==> config.mk <==
export PLATFORM = sky130hd
export DESIGN_NAME = pacd_top
export DESIGN_NICKNAME = d
export VERILOG_FILES = /design/src/rtl/pacd_pkg.sv /design/src/rtl/pacd_sync.sv /design/src/rtl/pacd_top.sv
export SDC_FILE = /design/constraint.sdc
export NUM_CORES = 1
export LEC_CHECK = 0
export BUFFER_PORTS_ARGS = -buffer_cell sky130_fd_sc_hd__buf_4
export CAP_MARGIN = 15
export CORE_UTILIZATION = 53
export DETAILED_ROUTE_END_ITERATION = 8
export PLACE_DENSITY = 0.88
export SYNTH_ARGS = -nofsm -noshare
export SYNTH_HDL_FRONTEND = slang
export SYNTH_HIERARCHICAL = 1
export SYNTH_SLANG_ARGS = --single-unit
==> constraint.sdc <==
create_clock -name CLK_IN -period 3.75 [get_ports CLK_IN]
set_clock_uncertainty 0.15 [all_clocks]
set_input_delay 0.9375 -clock CLK_IN [delete_from_list [all_inputs] [get_ports CLK_IN]]
set_output_delay 0.9375 -clock CLK_IN [all_outputs]
set_load 0.03 [all_outputs]
==> src/rtl/pacd_pkg.sv <==
package pacd_pkg;

  typedef enum logic [1:0] {PACD_LVL_LOW, PACD_LVL_OPEN, PACD_LVL_HIGH} pacd_level_t;

  // Register byte offsets
  localparam logic [3:0] REG_STATUS = 4'h0;
  localparam logic [3:0] REG_MASK = 4'h4;
  localparam logic [3:0] REG_CTRL = 4'h8;
  localparam logic [3:0] REG_INFO = 4'hC;

  // Status and mask bit positions
  localparam int ST_COMM_FAULT = 0;
  localparam int ST_STORE = 1;
  localparam int ST_RESTORE = 2;
  localparam int ST_CMD_SEEN = 3;
  localparam int ST_WIDTH = 4;

  // Control bit positions
  localparam int CT_ENABLE = 0;
  localparam int CT_ADAPTIVE = 1;
  localparam int CT_NO_HIGH_STRAP = 2;
  localparam int CT_WIDTH = 3;

  // Reset values
  localparam logic [ST_WIDTH-1:0] STATUS_RST = 4'h0;
  localparam logic [ST_WIDTH-1:0] MASK_RST = 4'h0;
  localparam logic [CT_WIDTH-1:0] CTRL_RST = 3'h1;

  // Cycles after reset before the synchronised straps are valid
  localparam logic [1:0] STRAP_SETTLE = 2'h2;

  // Strap address map
  localparam logic [6:0] ADDR_BASE = 7'h20;
  localparam int BITS_PER_BYTE = 8;

  // Supervisory and variant command codes
  localparam logic [7:0] CMD_STORE_DEFAULT_ALL = 8'h11;
  localparam logic [7:0] CMD_RESTORE_DEFAULT_ALL = 8'h12;
  localparam logic [7:0] CMD_STORE_USER_ALL = 8'h15;
  localparam logic [7:0] CMD_RESTORE_USER_ALL = 8'h16;
  localparam logic [7:0] FILTER_TAP_CALC_CMD = 8'hF2;
  localparam logic [7:0] CURRENT_SENSE_OFFSET_CMD = 8'hBE;
  localparam logic [7:0] COMP_CONTROL_CMD = 8'hBD;
  localparam logic [7:0] COMP_CONFIG_CMD = 8'hBC;
  localparam logic [7:0] ACCESS_LEVEL_CMD = 8'hFA;

  // Pin pair: bit 0 reads tied to reference, bit 1 reads logic high
  function automatic pacd_level_t level_of(input logic [1:0] pin);
    if (pin[1]) begin
      return PACD_LVL_HIGH;
    end else if (pin[0]) begin
      return PACD_LVL_LOW;
    end
    return PACD_LVL_OPEN;
  endfunction

  // Strap levels to address, both high is reserved
  function automatic logic [7:0] strap_addr(input pacd_level_t lo, input pacd_level_t hi);
    logic [6:0] idx;
    idx = 7'(3 * int'(hi) + int'(lo));
    return {(hi != PACD_LVL_HIGH) || (lo != PACD_LVL_HIGH), 7'(ADDR_BASE + idx)};
  endfunction

  // Implemented command set
  function automatic logic cmd_supported(input logic [7:0] code, input logic adaptive);
    case (code)
      8'h01, 8'h02, 8'h03, 8'h11, 8'h12, 8'h15, 8'h16,
      8'h20, 8'h21, 8'h22, 8'h23, 8'h24, 8'h25, 8'h26, 8'h27, 8'h28,
      8'h32, 8'h33, 8'h37, 8'h38, 8'h39,
      8'h40, 8'h41, 8'h44, 8'h45, 8'h46, 8'h4B, 8'h4F,
      8'h50, 8'h51, 8'h52, 8'h53, 8'h54, 8'h55, 8'h56, 8'h57, 8'h58, 8'h59, 8'h5A, 8'h5E,
      8'h60, 8'h61, 8'h64, 8'h65,
      8'h78, 8'h79, 8'h7A, 8'h7B, 8'h7C, 8'h7D, 8'h7E, 8'h80,
      8'h88, 8'h8B, 8'h8C, 8'h8D, 8'h94, 8'h95,
      8'h98, 8'h99, 8'h9A, 8'h9B, 8'h9C, 8'h9D, 8'h9E,
      8'hB0, 8'hBF, 8'hD0, 8'hD1, 8'hD2, 8'hD3, 8'hD4, 8'hD5, 8'hD6, 8'hD7, 8'hD8,
      8'hDC, 8'hDD, 8'hDE, 8'hE0, 8'hE1, 8'hE2, 8'hE4, 8'hE5, 8'hE6, 8'hE7, 8'hE8,
      8'hE9, 8'hEA, 8'hF0, 8'hF3, 8'hFA, 8'hFB, 8'hFC, 8'hFD: return 1'b1;
      FILTER_TAP_CALC_CMD, CURRENT_SENSE_OFFSET_CMD: return !adaptive;
      COMP_CONTROL_CMD, COMP_CONFIG_CMD: return adaptive;
      default: return 1'b0;
    endcase
  endfunction

endpackage

==> src/rtl/pacd_sync.sv <==
`timescale 1ns/1ns
`default_nettype none
module pacd_sync #(
  parameter int WIDTH = 1
) (
  input wire logic CLK_IN,
  input wire logic RST_IN,
  input wire logic [WIDTH-1:0] d_in,
  output logic [WIDTH-1:0] q_out
);
  logic [WIDTH-1:0] meta_ff;
  logic [WIDTH-1:0] sync_ff;

  initial begin
    if (WIDTH < 1) begin
      $error("pacd_sync width must be positive");
    end
  end

  // Two flops; the first is read only by the second
  always_ff @(posedge CLK_IN) begin
    if (RST_IN) begin
      meta_ff <= '0;
      sync_ff <= '0;
    end else begin
      meta_ff <= d_in;
      sync_ff <= meta_ff;
    end
  end

  assign q_out = sync_ff;
endmodule // pacd_sync
`default_nettype wire

==> src/rtl/pacd_top.sv <==
`timescale 1ns/1ns
`default_nettype none
module pacd_top (
  input wire logic CLK_IN,
  input wire logic RST_IN,
  input wire logic WB_CYC_IN,
  input wire logic WB_STB_IN,
  input wire logic WB_WE_IN,
  input wire logic [3:0] WB_ADR_IN,
  input wire logic [3:0] WB_SEL_IN,
  input wire logic [31:0] WB_DAT_IN,
  output logic [31:0] WB_DAT_OUT,
  output logic WB_ACK_OUT,
  output logic IRQ_OUT,
  input wire logic SCL_IN,
  input wire logic SDA_IN,
  output logic SDA_OUT,
  output logic SDA_OE_OUT,
  input wire logic [1:0] ADDR_STRAP_LOW_PIN_IN,
  input wire logic [1:0] ADDR_STRAP_HIGH_PIN_IN,
  output logic CMD_VALID_OUT,
  output logic [7:0] CMD_CODE_OUT,
  output logic USER_STORE_OUT
);
  typedef enum logic [2:0] {
    PACD_IDLE, PACD_ADDR, PACD_ADDR_ACK, PACD_CMD, PACD_CMD_ACK, PACD_DATA, PACD_DATA_ACK, PACD_SKIP
  } pacd_state_t;

  ////////////////////////////////////////////////////////////////////////////
  // Pin synchronisers
  logic [5:0] pins_s;
  logic scl_s, sda_s;
  logic [1:0] lo_pin_s, hi_pin_s;

  pacd_sync #(.WIDTH(6)) u_sync (
    .CLK_IN(CLK_IN),
    .RST_IN(RST_IN),
    .d_in({ADDR_STRAP_HIGH_PIN_IN, ADDR_STRAP_LOW_PIN_IN, SDA_IN, SCL_IN}),
    .q_out(pins_s)
  );
  assign scl_s = pins_s[0];
  assign sda_s = pins_s[1];
  assign lo_pin_s = pins_s[3:2];
  assign hi_pin_s = pins_s[5:4];

  ////////////////////////////////////////////////////////////////////////////
  // Registers and state
  localparam int ST_WIDTH_L = pacd_pkg::ST_WIDTH;
  localparam int CT_WIDTH_L = pacd_pkg::CT_WIDTH;
  pacd_state_t state_ff, nxt_state;
  logic [3:0] bit_cnt_ff, nxt_bit_cnt;
  logic [7:0] shift_ff, nxt_shift;
  logic sda_oe_ff, nxt_sda_oe;
  logic rd_ff, nxt_rd;
  logic scl_d_ff, sda_d_ff;
  logic cmd_valid_ff, nxt_cmd_valid;
  logic [7:0] cmd_code_ff, nxt_cmd_code;
  logic user_store_ff, nxt_user_store;
  logic fault_ev, store_ev, restore_ev;
  logic [ST_WIDTH_L-1:0] status_ff, nxt_status;
  logic [ST_WIDTH_L-1:0] mask_ff, nxt_mask;
  logic [CT_WIDTH_L-1:0] ctrl_ff, nxt_ctrl;
  logic [1:0] lo_lvl_ff, nxt_lo_lvl, hi_lvl_ff, nxt_hi_lvl;
  logic strap_done_ff, nxt_strap_done;
  logic ack_ff, nxt_ack;
  logic [31:0] dat_ff, nxt_dat;
  logic irq_ff, nxt_irq;
  logic [1:0] strap_wait_ff, nxt_strap_wait;

  ////////////////////////////////////////////////////////////////////////////
  // Address from straps
  pacd_pkg::pacd_level_t lo_lvl, hi_lvl;
  logic [7:0] addr_info;
  logic addr_valid;
  logic [6:0] dev_addr;
  logic adaptive;
  logic scl_rise, scl_fall, start_cond, stop_cond, byte_done, cmd_ok;

  always_comb begin
    lo_lvl = pacd_pkg::pacd_level_t'(lo_lvl_ff);
    hi_lvl = pacd_pkg::pacd_level_t'(hi_lvl_ff);
    if (ctrl_ff[pacd_pkg::CT_NO_HIGH_STRAP]) begin
      hi_lvl = pacd_pkg::PACD_LVL_OPEN;
    end
  end

  assign addr_info = pacd_pkg::strap_addr(lo_lvl, hi_lvl);
  assign addr_valid = addr_info[7] & strap_done_ff;
  assign dev_addr = addr_info[6:0];
  assign adaptive = ctrl_ff[pacd_pkg::CT_ADAPTIVE];

  ////////////////////////////////////////////////////////////////////////////
  // Link decode
  assign scl_rise = scl_s & ~scl_d_ff;
  assign scl_fall = ~scl_s & scl_d_ff;
  assign start_cond = scl_s & scl_d_ff & sda_d_ff & ~sda_s;
  assign stop_cond = scl_s & scl_d_ff & ~sda_d_ff & sda_s;
  assign byte_done = scl_fall && (bit_cnt_ff == 4'(pacd_pkg::BITS_PER_BYTE));
  assign cmd_ok = pacd_pkg::cmd_supported(shift_ff, adaptive);

  always_comb begin
    nxt_state = state_ff;
    nxt_bit_cnt = bit_cnt_ff;
    nxt_shift = shift_ff;
    nxt_sda_oe = sda_oe_ff;
    nxt_rd = rd_ff;
    nxt_cmd_valid = 1'b0;
    nxt_cmd_code = cmd_code_ff;
    nxt_user_store = 1'b0;
    fault_ev = 1'b0;
    store_ev = 1'b0;
    restore_ev = 1'b0;
    if (stop_cond) begin
      nxt_state = PACD_IDLE;
      nxt_sda_oe = 1'b0;
    end else if (start_cond) begin
      nxt_state = PACD_ADDR;
      nxt_bit_cnt = 4'h0;
      nxt_sda_oe = 1'b0;
    end else begin
      case (state_ff)
        PACD_ADDR, PACD_CMD, PACD_DATA: begin
          if (scl_rise) begin
            nxt_shift = {shift_ff[6:0], sda_s};
            nxt_bit_cnt = bit_cnt_ff + 4'h1;
          end else if (byte_done) begin
            nxt_bit_cnt = 4'h0;
            if (state_ff == PACD_ADDR) begin
              if (addr_valid && ctrl_ff[pacd_pkg::CT_ENABLE] && shift_ff[7:1] == dev_addr) begin
                nxt_sda_oe = 1'b1;
                nxt_rd = shift_ff[0];
                nxt_state = PACD_ADDR_ACK;
              end else begin
                nxt_state = PACD_SKIP;
              end
            end else if (state_ff == PACD_CMD) begin
              if (cmd_ok) begin
                nxt_sda_oe = 1'b1;
                nxt_cmd_valid = 1'b1;
                nxt_cmd_code = shift_ff;
                nxt_state = PACD_CMD_ACK;
                store_ev = shift_ff == pacd_pkg::CMD_STORE_USER_ALL ||
                           shift_ff == pacd_pkg::CMD_STORE_DEFAULT_ALL;
                restore_ev = shift_ff == pacd_pkg::CMD_RESTORE_USER_ALL ||
                             shift_ff == pacd_pkg::CMD_RESTORE_DEFAULT_ALL;
                nxt_user_store = shift_ff == pacd_pkg::CMD_STORE_USER_ALL;
              end else begin
                fault_ev = 1'b1;
                nxt_state = PACD_SKIP;
              end
            end else begin
              nxt_sda_oe = 1'b1;
              nxt_state = PACD_DATA_ACK;
            end
          end
        end
        PACD_ADDR_ACK, PACD_CMD_ACK, PACD_DATA_ACK: begin
          if (scl_fall) begin
            nxt_sda_oe = 1'b0;
            if (state_ff == PACD_ADDR_ACK) begin
              nxt_state = rd_ff ? PACD_SKIP : PACD_CMD;
            end else begin
              nxt_state = PACD_DATA;
            end
          end
        end
        default: begin
          nxt_state = state_ff;
        end
      endcase
    end
  end

  always_ff @(posedge CLK_IN) begin
    if (RST_IN) begin
      state_ff <= PACD_IDLE;
      bit_cnt_ff <= 4'h0;
      shift_ff <= 8'h00;
      sda_oe_ff <= 1'b0;
      rd_ff <= 1'b0;
      scl_d_ff <= 1'b1;
      sda_d_ff <= 1'b1;
      cmd_valid_ff <= 1'b0;
      cmd_code_ff <= 8'h00;
      user_store_ff <= 1'b0;
    end else begin
      state_ff <= nxt_state;
      bit_cnt_ff <= nxt_bit_cnt;
      shift_ff <= nxt_shift;
      sda_oe_ff <= nxt_sda_oe;
      rd_ff <= nxt_rd;
      scl_d_ff <= scl_s;
      sda_d_ff <= sda_s;
      cmd_valid_ff <= nxt_cmd_valid;
      cmd_code_ff <= nxt_cmd_code;
      user_store_ff <= nxt_user_store;
    end
  end

  ////////////////////////////////////////////////////////////////////////////
  // Wishbone slave, straps, status
  logic wb_req, wb_wr;

  assign wb_req = WB_CYC_IN & WB_STB_IN & ~ack_ff;
  assign wb_wr = wb_req & WB_WE_IN & WB_SEL_IN[0];

  always_comb begin
    nxt_ack = wb_req;
    nxt_dat = 32'h0000_0000;
    nxt_mask = mask_ff;
    nxt_ctrl = ctrl_ff;
    nxt_status = status_ff;
    nxt_lo_lvl = lo_lvl_ff;
    nxt_hi_lvl = hi_lvl_ff;
    nxt_strap_done = strap_done_ff;
    nxt_strap_wait = strap_done_ff ? strap_wait_ff : strap_wait_ff + 2'h1;
    if (!strap_done_ff && strap_wait_ff == pacd_pkg::STRAP_SETTLE) begin
      nxt_lo_lvl = pacd_pkg::level_of(lo_pin_s);
      nxt_hi_lvl = pacd_pkg::level_of(hi_pin_s);
      nxt_strap_done = 1'b1;
    end
    if (wb_wr && WB_ADR_IN == pacd_pkg::REG_STATUS) begin
      nxt_status = status_ff & ~WB_DAT_IN[ST_WIDTH_L-1:0];
    end
    if (wb_wr && WB_ADR_IN == pacd_pkg::REG_MASK) begin
      nxt_mask = WB_DAT_IN[ST_WIDTH_L-1:0];
    end
    if (wb_wr && WB_ADR_IN == pacd_pkg::REG_CTRL) begin
      nxt_ctrl = WB_DAT_IN[CT_WIDTH_L-1:0];
    end
    nxt_status[pacd_pkg::ST_COMM_FAULT] = nxt_status[pacd_pkg::ST_COMM_FAULT] | fault_ev;
    nxt_status[pacd_pkg::ST_STORE] = nxt_status[pacd_pkg::ST_STORE] | store_ev;
    nxt_status[pacd_pkg::ST_RESTORE] = nxt_status[pacd_pkg::ST_RESTORE] | restore_ev;
    nxt_status[pacd_pkg::ST_CMD_SEEN] = nxt_status[pacd_pkg::ST_CMD_SEEN] | nxt_cmd_valid;
    if (wb_req && !WB_WE_IN) begin
      case (WB_ADR_IN)
        pacd_pkg::REG_STATUS: nxt_dat = 32'(status_ff);
        pacd_pkg::REG_MASK: nxt_dat = 32'(mask_ff);
        pacd_pkg::REG_CTRL: nxt_dat = 32'(ctrl_ff);
        pacd_pkg::REG_INFO: nxt_dat = {16'h0000, cmd_code_ff, addr_valid, dev_addr};
        default: nxt_dat = 32'h0000_0000;
      endcase
    end
    nxt_irq = |(nxt_status & nxt_mask);
  end

  always_ff @(posedge CLK_IN) begin
    if (RST_IN) begin
      ack_ff <= 1'b0;
      dat_ff <= 32'h0000_0000;
      mask_ff <= pacd_pkg::MASK_RST;
      ctrl_ff <= pacd_pkg::CTRL_RST;
      status_ff <= pacd_pkg::STATUS_RST;
      lo_lvl_ff <= 2'h1;
      hi_lvl_ff <= 2'h1;
      strap_done_ff <= 1'b0;
      strap_wait_ff <= 2'h0;
      irq_ff <= 1'b0;
    end else begin
      ack_ff <= nxt_ack;
      dat_ff <= nxt_dat;
      mask_ff <= nxt_mask;
      ctrl_ff <= nxt_ctrl;
      status_ff <= nxt_status;
      lo_lvl_ff <= nxt_lo_lvl;
      hi_lvl_ff <= nxt_hi_lvl;
      strap_done_ff <= nxt_strap_done;
      strap_wait_ff <= nxt_strap_wait;
      irq_ff <= nxt_irq;
    end
  end

  assign WB_ACK_OUT = ack_ff;
  assign WB_DAT_OUT = dat_ff;
  assign IRQ_OUT = irq_ff;
  assign SDA_OUT = 1'b0;
  assign SDA_OE_OUT = sda_oe_ff;
  assign CMD_VALID_OUT = cmd_valid_ff;
  assign CMD_CODE_OUT = cmd_code_ff;
  assign USER_STORE_OUT = user_store_ff;

  ////////////////////////////////////////////////////////////////////////////
  // Checks
  a_addr_map: assert property (@(posedge CLK_IN) disable iff (RST_IN)
    addr_valid |-> dev_addr == 7'(7'h20 + 3 * int'(hi_lvl) + int'(lo_lvl))) else $error("Strap address wrong");
  a_addr_reserved: assert property (@(posedge CLK_IN) disable iff (RST_IN)
    (lo_lvl == pacd_pkg::PACD_LVL_HIGH && hi_lvl == pacd_pkg::PACD_LVL_HIGH) |-> !addr_valid)
    else $error("Reserved strap answered");
  a_no_high_open: assert property (@(posedge CLK_IN) disable iff (RST_IN)
    (ctrl_ff[pacd_pkg::CT_NO_HIGH_STRAP] && strap_done_ff) |-> addr_valid && dev_addr >= 7'h23 && dev_addr <= 7'h25)
    else $error("Missing strap not open");
  a_unsup_nack: assert property (@(posedge CLK_IN) disable iff (RST_IN)
    (state_ff == PACD_CMD && byte_done && !cmd_ok && !stop_cond && !start_cond) |=> !sda_oe_ff && state_ff == PACD_SKIP)
    else $error("Unsupported command acknowledged");
  a_fault_sticky: assert property (@(posedge CLK_IN) disable iff (RST_IN)
    fault_ev |=> status_ff[pacd_pkg::ST_COMM_FAULT] ##1 (status_ff[pacd_pkg::ST_COMM_FAULT] || $past(wb_wr)))
    else $error("Fault not recorded");
  a_variant_codes: assert property (@(posedge CLK_IN) disable iff (RST_IN)
    cmd_valid_ff |-> !($past(adaptive) && cmd_code_ff == pacd_pkg::FILTER_TAP_CALC_CMD))
    else $error("Variant code accepted");
  a_store_event: assert property (@(posedge CLK_IN) disable iff (RST_IN)
    user_store_ff |-> cmd_valid_ff && cmd_code_ff == pacd_pkg::CMD_STORE_USER_ALL && status_ff[pacd_pkg::ST_STORE])
    else $error("User store without command");
  a_ack_single: assert property (@(posedge CLK_IN) disable iff (RST_IN)
    WB_ACK_OUT |-> $past(wb_req) ##1 !WB_ACK_OUT) else $error("Bus ack not single");
  a_irq_level: assert property (@(posedge CLK_IN) disable iff (RST_IN)
    ##1 IRQ_OUT == |(status_ff & mask_ff)) else $error("Interrupt level wrong");
  a_ack_release: assert property (@(posedge CLK_IN) disable iff (RST_IN)
    (sda_oe_ff && scl_fall && !stop_cond && !start_cond && state_ff != PACD_ADDR && state_ff != PACD_CMD
     && state_ff != PACD_DATA) |=> !sda_oe_ff) else $error("Acknowledge not released");

endmodule // pacd_top
`default_nettype wire

Word level (Yosys, flattened, before mapping)
Index checks and enable logic that the tools add are counted.
Widths: inputs -> output; s select.
{ "totals": {"regBits": 93, "latchBits": 0, "ramBits": 0, "romBits": 0, "inputBits": 51, "output_inout_bits": 46, "elab_cells": 290, "n_memories": 0} }
{ "op_classes": {"n_addsub": 4, "multipliers": 1, "n_div": 0, "n_lt_le_gt_ge": 0, "n_eq_ne": 121, "shifts": 0, "mux": 72, "bitwise_logic": 33, "n_reduce_logical": 36} }
{ "ops": {"columns": ["operator", "n"], "rows": [
  ["$eq 8x8->1 const B", 48],
  ["$eq 8x7->1 const B", 30],
  ["$eq 8x6->1 const B", 14],
  ["$reduce_or 95->1", 1],
  ["$pmux 16 s4", 1],
  ["$mux 1", 46],
  ["$eq 8x5->1 const B", 4],
  ["$mux 3", 8],
  ["$mux 4", 6],
  ["$eq 8x2->1 const B", 2],
  ["$mux 2", 8],
  ["$not 1->1", 14],
  ["$and 1x1->1", 12],
  ["$eq 4x4->1 const B", 3],
  ["$ne 3x3->1 const B", 4],
  ["$reduce_and 4->1", 3],
  ["$ne 2x2->1 const B", 5],
  ["$eq 3x3->1 const B", 3],
  ["$reduce_or 3->1", 3],
  ["$reduce_or 9->1", 1],
  ["$and 4x4->4", 2],
  ["$eq 8x1->1 const B", 1],
  ["$logic_and 1x1->1", 8],
  ["$reduce_and 8->1", 1],
  ["26 further kinds", 39]
]} }

Logic depth before layout (Yosys ltp)
{ "depth": {"word_depth": 14, "mapped_depth": 15, "mapped_depth_nobuf": 15} }

Hierarchy
Netlist, hierarchy kept.
{ "by_module_without_submodules": {"columns": ["mod", "n_inst", "cells_per_inst", "area_per_inst_um2", "seq_area_each_um2"], "rows": [
  ["pacd_top", 1, 405, 3449.6, 1261.2],
  ["pacd_sync", 1, 25, 366.6, 240.2]
]} }

Least setup slack after synthesis
No wires, ideal clock.
{ "synth_timing": {"path_type": "register to register", "from": "register ctrl_ff[2]", "to": "register state_ff[0]", "setup_time_ps": 119, "t_arrival_ps": 2895, "t_required_ps": 3481, "path_slack_ps": 586, "stages_incl_launch_ff": 16, "n_path_buf": 0, "period_less_slack_ps": 3164, "path_cell_list": "dfxtp_1 -> or2_2 -> inv_1 -> fa_1 -> inv_1 -> ha_1 -> inv_1 -> fa_1 -> xor2_1 -> nand4_1 -> nor4_1 -> inv_1 -> mux2i_1 -> a21boi_0 -> o21ai_0 -> o2bb2ai_1"} }
{ "synth_between": {"elab_chain_len": 12, "elab_cells_between_ends": 16, "cone_classes": "add/sub: 2; mul: 1; eq/ne: 2; mux: 7; bitwise: 1; reduce/logical: 3"} }
{ "synth_lines": {"columns": ["item", "line", "text"], "rows": [
  ["start: declaration", "pacd_top.sv:62", "logic [CT_WIDTH_L-1:0] ctrl_ff, nxt_ctrl;"],
  ["start signal: assignment", "pacd_top.sv:252", "ctrl_ff <= pacd_pkg::CTRL_RST;"],
  ["start signal: assignment", "pacd_top.sv:263", "ctrl_ff <= nxt_ctrl;"],
  ["$mux 2 *", "pacd_top.sv:82", "if (ctrl_ff[pacd_pkg::CT_NO_HIGH_STRAP]) begin"],
  ["$mul 2x2->4 or $ne 2x2->1 (tied branches)", "pacd_pkg.sv:60, pacd_pkg.sv:61", null],
  ["$add 4x2->5 or $logic_or 1x1->1 (tied branches)", "pacd_pkg.sv:60, pacd_pkg.sv:61", null],
  ["$add 6x5->7 or $and 1x1->1 (tied branches)", "pacd_pkg.sv:61, pacd_top.sv:88", null],
  ["$eq 7x7->1 or $logic_and 1x1->1 (tied branches)", "pacd_top.sv:129", "if (addr_valid && ctrl_ff[pacd_pkg::CT_ENABLE] && shift_ff[7:1] == dev_addr) begin"],
  ["$logic_and 1x1->1 *", "pacd_top.sv:129", null],
  ["$mux 3 *", "pacd_top.sv:129", null],
  ["$mux 3 *", "pacd_top.sv:128", "if (state_ff == PACD_ADDR) begin"],
  ["$mux 3 *", "pacd_top.sv:126", "end else if (byte_done) begin"],
  ["$mux 3 *", "pacd_top.sv:123", "if (scl_rise) begin"],
  ["$pmux 3 s2 *", "pacd_top.sv:121", "case (state_ff)"],
  ["$mux 1 *", "pacd_top.sv:116", "end else if (start_cond) begin"],
  ["end signal: assignment", "pacd_top.sv:187", "state_ff <= nxt_state;"],
  ["end: declaration", "pacd_top.sv:50", "pacd_state_t state_ff, nxt_state;"]
]} }
Mark *: on every way between the ends. The rest lies on a longest branch, timed or not. The select of a mux whose other input is x is not followed.
A chain may end at the register's enable or synchronous reset.

Final worst setup path
Same ends and word-level chain as after synthesis.

==> impl_results.md <==
- Vias: roughly 3100
- Crit path arrival time: around 3.5 ns
- Chip width: roughly 87 um
- H-Tree Depth: 3
- Hold_sp: u_sync/meta_ff[1]
- Initial Utilization: between 50% and 60%
- Vias/cell: around 5.5
- Setup WS pre-CTS: between 0.2 and 0.3 ns
- Core ar.: 6869 um^2
- Comb power frac: between 15 and 20%
- Post-DP HPWL: about 5500 um
- Async SR Flop Fraction: 0%
- Footprint of the multi-input gates: around 2000 um^2
- CP Capture Type: flop
- Clk_lat worst skew: ~0.36 ns
- RSZ-0062 raised after global routing: no
- Worst-margin pin slew: around 0.84 ns
- Sw Share: about 27%
- Fmax: just under 300 MHz
- FF/Latch Area: roughly 1500 um^2
- NetSw: 496.9 uW
- Max-cap violation count: 0
- Share of layout cells above drive strength 1: between 20% and 30%
- Drc violations: 0
- Routability congestion estimate: around 0.87
- Crit path max fanout: 4
- Period Utilization, post-route: between 90% and 100%
- Fill cell count: around 550
- Routed Wire Length: just under 8000 um
- Post-synth top flop: dfxtp_1
- Number of port buffers: 46
- Synthesis-stage register bit count: 75
- GRT Total Usage: a little under a quarter
- CP startpoint kind: flop
- Clock tree root buffer cell: clkbuf_8
- Die Span Y: 86.86 um
- Power consumption: around 1800 uW
- Nets: around 520
- Avg WL per Cell: about 14 um
- FF-to-FF Start: ctrl_ff[2]
- Worst Setup Path Type: reg -> reg
- Post-route minimum period: 3.438 ns
- Area delta synth->final: 12.85%
- CTS tree: built
- TritonRoute pass-1 iters: 5
- Clk buf depth: 2
- Number of flops mapped to enable cells by yosys: 0
- FP Rows: 30
- Gr ovfl total: 0
- Worst-case vdd ir drop: roughly 0.00038 V
- Worst slew margin: between 40% and 50%
- Largest net degree at the start of global routing: 60
- Min Hold Slack: 0.3045 ns
- Wire length of the first global-routing pass: approximately 14000 um
- Post-Syn Instances: 430
- Final hold vios: 0
- Seq pwr share: 47.0%
- Worst setup path start: ctrl_ff[2]
- Setup TNS: 0 ns
- Cell variety after synth: between 60 and 70
- Number of synthesis warnings: 6
- Pwr dens: 423.6 nW/um^2
- IO Pins: between 90 and 100
- PnR worst setup slack: 0.3119 ns
- Mapped Area: roughly 3800 um^2
- Die ar.: between 7000 and 8000 um^2
- Clk sinks: 75
- Syn Area/Cell: ~8.9 um^2
- ANT nets after route: 0
- CP required: 3.81 ns
- Leak: around 0.0017 uW
- Vias in the first global route: about 3000
- ANT cells: 0
- Sequential fraction of the synthesis area: between 30% and 40%
- Final setup violation count: 0
- Internal power: ~1300 uW
- Clock Power Share: a little under two fifths
- Initial antenna violation count: 0
- Num CTS Buffers: 9
- Final Util: between 60 and 70%
- Slew Limit Fails: 0
- Outcome: completed
- Hold WC Path Type: reg -> reg
- 1st-iter DRT viols: 406
- Reg clk slew, reported paths: 0.08 ns
==> cell usage after synthesis, types with 2 or more instances <==
cell | n | area (um^2)
xnor2_1 | 3 | 26.28
a211oi_1 | 3 | 22.52
a21oi_1 | 27 | 135.1
nor2b_2 | 8 | 70.07
and2_1 | 10 | 62.56
buf_6 | 3 | 33.78
buf_2 | 8 | 40.04
mux2i_1 | 20 | 200.2
o211ai_2 | 3 | 37.54
a31oi_1 | 2 | 12.51
nand2b_1 | 8 | 50.05
or2_2 | 3 | 18.77
nand2_1 | 38 | 142.6
and2b_2 | 2 | 17.52
nor3_4 | 2 | 32.53
a211o_1 | 3 | 26.28
a21boi_0 | 5 | 37.54
nand3b_1 | 5 | 37.54
nor4_1 | 7 | 43.79
nor3_1 | 9 | 45.04
buf_4 | 24 | 180.2
o21a_1 | 2 | 15.01
ha_1 | 6 | 75.07
and3_1 | 5 | 31.28
clkbuf_1 | 5 | 18.77
nor2b_1 | 9 | 56.30
nand3_1 | 10 | 50.05
dfxtp_1 | 75 | 1501
o21ai_0 | 14 | 70.07
nor2b_4 | 2 | 27.53
or3_1 | 2 | 12.51
a211oi_2 | 2 | 25.02
inv_1 | 15 | 56.30
fa_1 | 2 | 40.04
mux4_2 | 2 | 45.04
nor3b_2 | 2 | 25.02
xor2_1 | 5 | 43.79
buf_1 | 4 | 15.01
nor2_1 | 42 | 157.7
nor3b_1 | 5 | 37.54
==> per-stage QoR <==
step / instance area, um^2 / std cells
final: 4307 / 564
after global placement: 4076 / 548
after CTS: 4300 / 564
after detailed placement: 4076 / 548
after floorplan: 3884 / 448
after global routing: 4307 / 564
==> worst paths after layout <==
kind | depth (start not counted) | slack [ns] | to
setup / recovery | 15 | 0.31 | state_ff[0]
hold / removal | 1 | 0.30 | u_sync/q_out[1]
setup reg to reg | 15 | 0.31 | state_ff[0]
hold reg to reg | 1 | 0.30 | u_sync/q_out[1]
==> cell families after synthesis <==
kind of cell,after synthesis,share of synthesized area [%]
AOI/OAI and AO/OA,79,14.20
xor gates and xnor gates,8,1.836
adders and majority gates,8,3.016
buffers and inverters,59,9.016
DFF,75,39.34
muxes,22,6.426
other,1,0.09827
and+or+nand+nor,178,26.07
==> cell type report <==
cell class | instances | area share, %
inverter | 15 | 1.307
tap | 96 | 2.789
timing repair buffer | 48 | 8.367
sequential | 75 | 34.86
multi-input combinational | 314 | 47.47
clock inverter | 7 | 2.324
clock buffer | 9 | 2.876
==> power by group through the flow <==
stage,clock network (uW),logic (uW),registers (uW)
2_1_floorplan,0,230,868
3_3_place_gp,0,258,873
3_5_place_dp,0,274,876
4_1_cts,702,277,858
5_1_grt,732,311,863
6_report,684,283,858
==> timing repair <==
| action | in CTS | in global routing |
|---|---|---|
| endpoints found under the hold margin | 0 | 0 |
| setup buffers | 0 | 0 |
| hold buffers | 0 | 0 |
| setup endpoints to repair | 0 | 1 |
| gates resized for setup | 0 | 1 |
==> sequential cells by signal, summed over array words and instances, names as in the netlist, 2 cells and up <==
name and cells:
u_sync/meta_ff 6, bit_cnt_ff 4, state_ff 3, u_sync/q_out 6
status_ff 4, mask_ff 4, hi_lvl_ff 2, WB_DAT_OUT 14
CMD_CODE_OUT 8, strap_wait_ff 2, lo_lvl 2, shift_ff 8
ctrl_ff 3
==> layout by cell type, fill, tap and decap left out, types with 3 or more instances in the layout <==
cell type,instances
dfxtp_1,75
buf_4,48
nor2_1,42
nand2_1,38
a21oi_1,27
mux2i_1,20
conb_1,19
inv_1,15
o21ai_0,14
nand3_1,10
and2_1,10
nor3_1,9
nor2b_1,9
clkbuf_8,9
nand2b_1,8
nor2b_2,8
nor4_1,6
ha_1,6
xor2_1,5
nor3b_1,5
and3_1,5
nand3b_1,5
a21boi_0,5
or2_2,3
a211o_1,3
xnor2_1,3
o211ai_2,3
a211oi_1,3
clkinv_4,3
==> worst max-delay path, stage by stage, from the launching register on <==
cell and delay, ns:
dfxtp_1 0.34, or2_2 0.32, inv_1 0.10, fa_1 0.42
inv_1 0.07, ha_1 0.13, inv_1 0.04, fa_1 0.51
xor2_1 0.15, nand4_1 0.12, nor4_2 0.33, inv_1 0.08
mux2i_1 0.15, a21boi_0 0.10, o21ai_0 0.16, o2bb2ai_1 0.10
==> per-layer routing <==
layer | routed length [um] | GRT usage [%] | vias up
li1 | - | - | 1516
met1 | 3345 | 27.51 | 1481
met2 | 4014 | 39.30 | 120
met3 | 468 | 5.972 | 11
met4 | 103 | 8.636 | 0
met5 | 0 | 0 | -
Power figures use the tool's default switching activity.
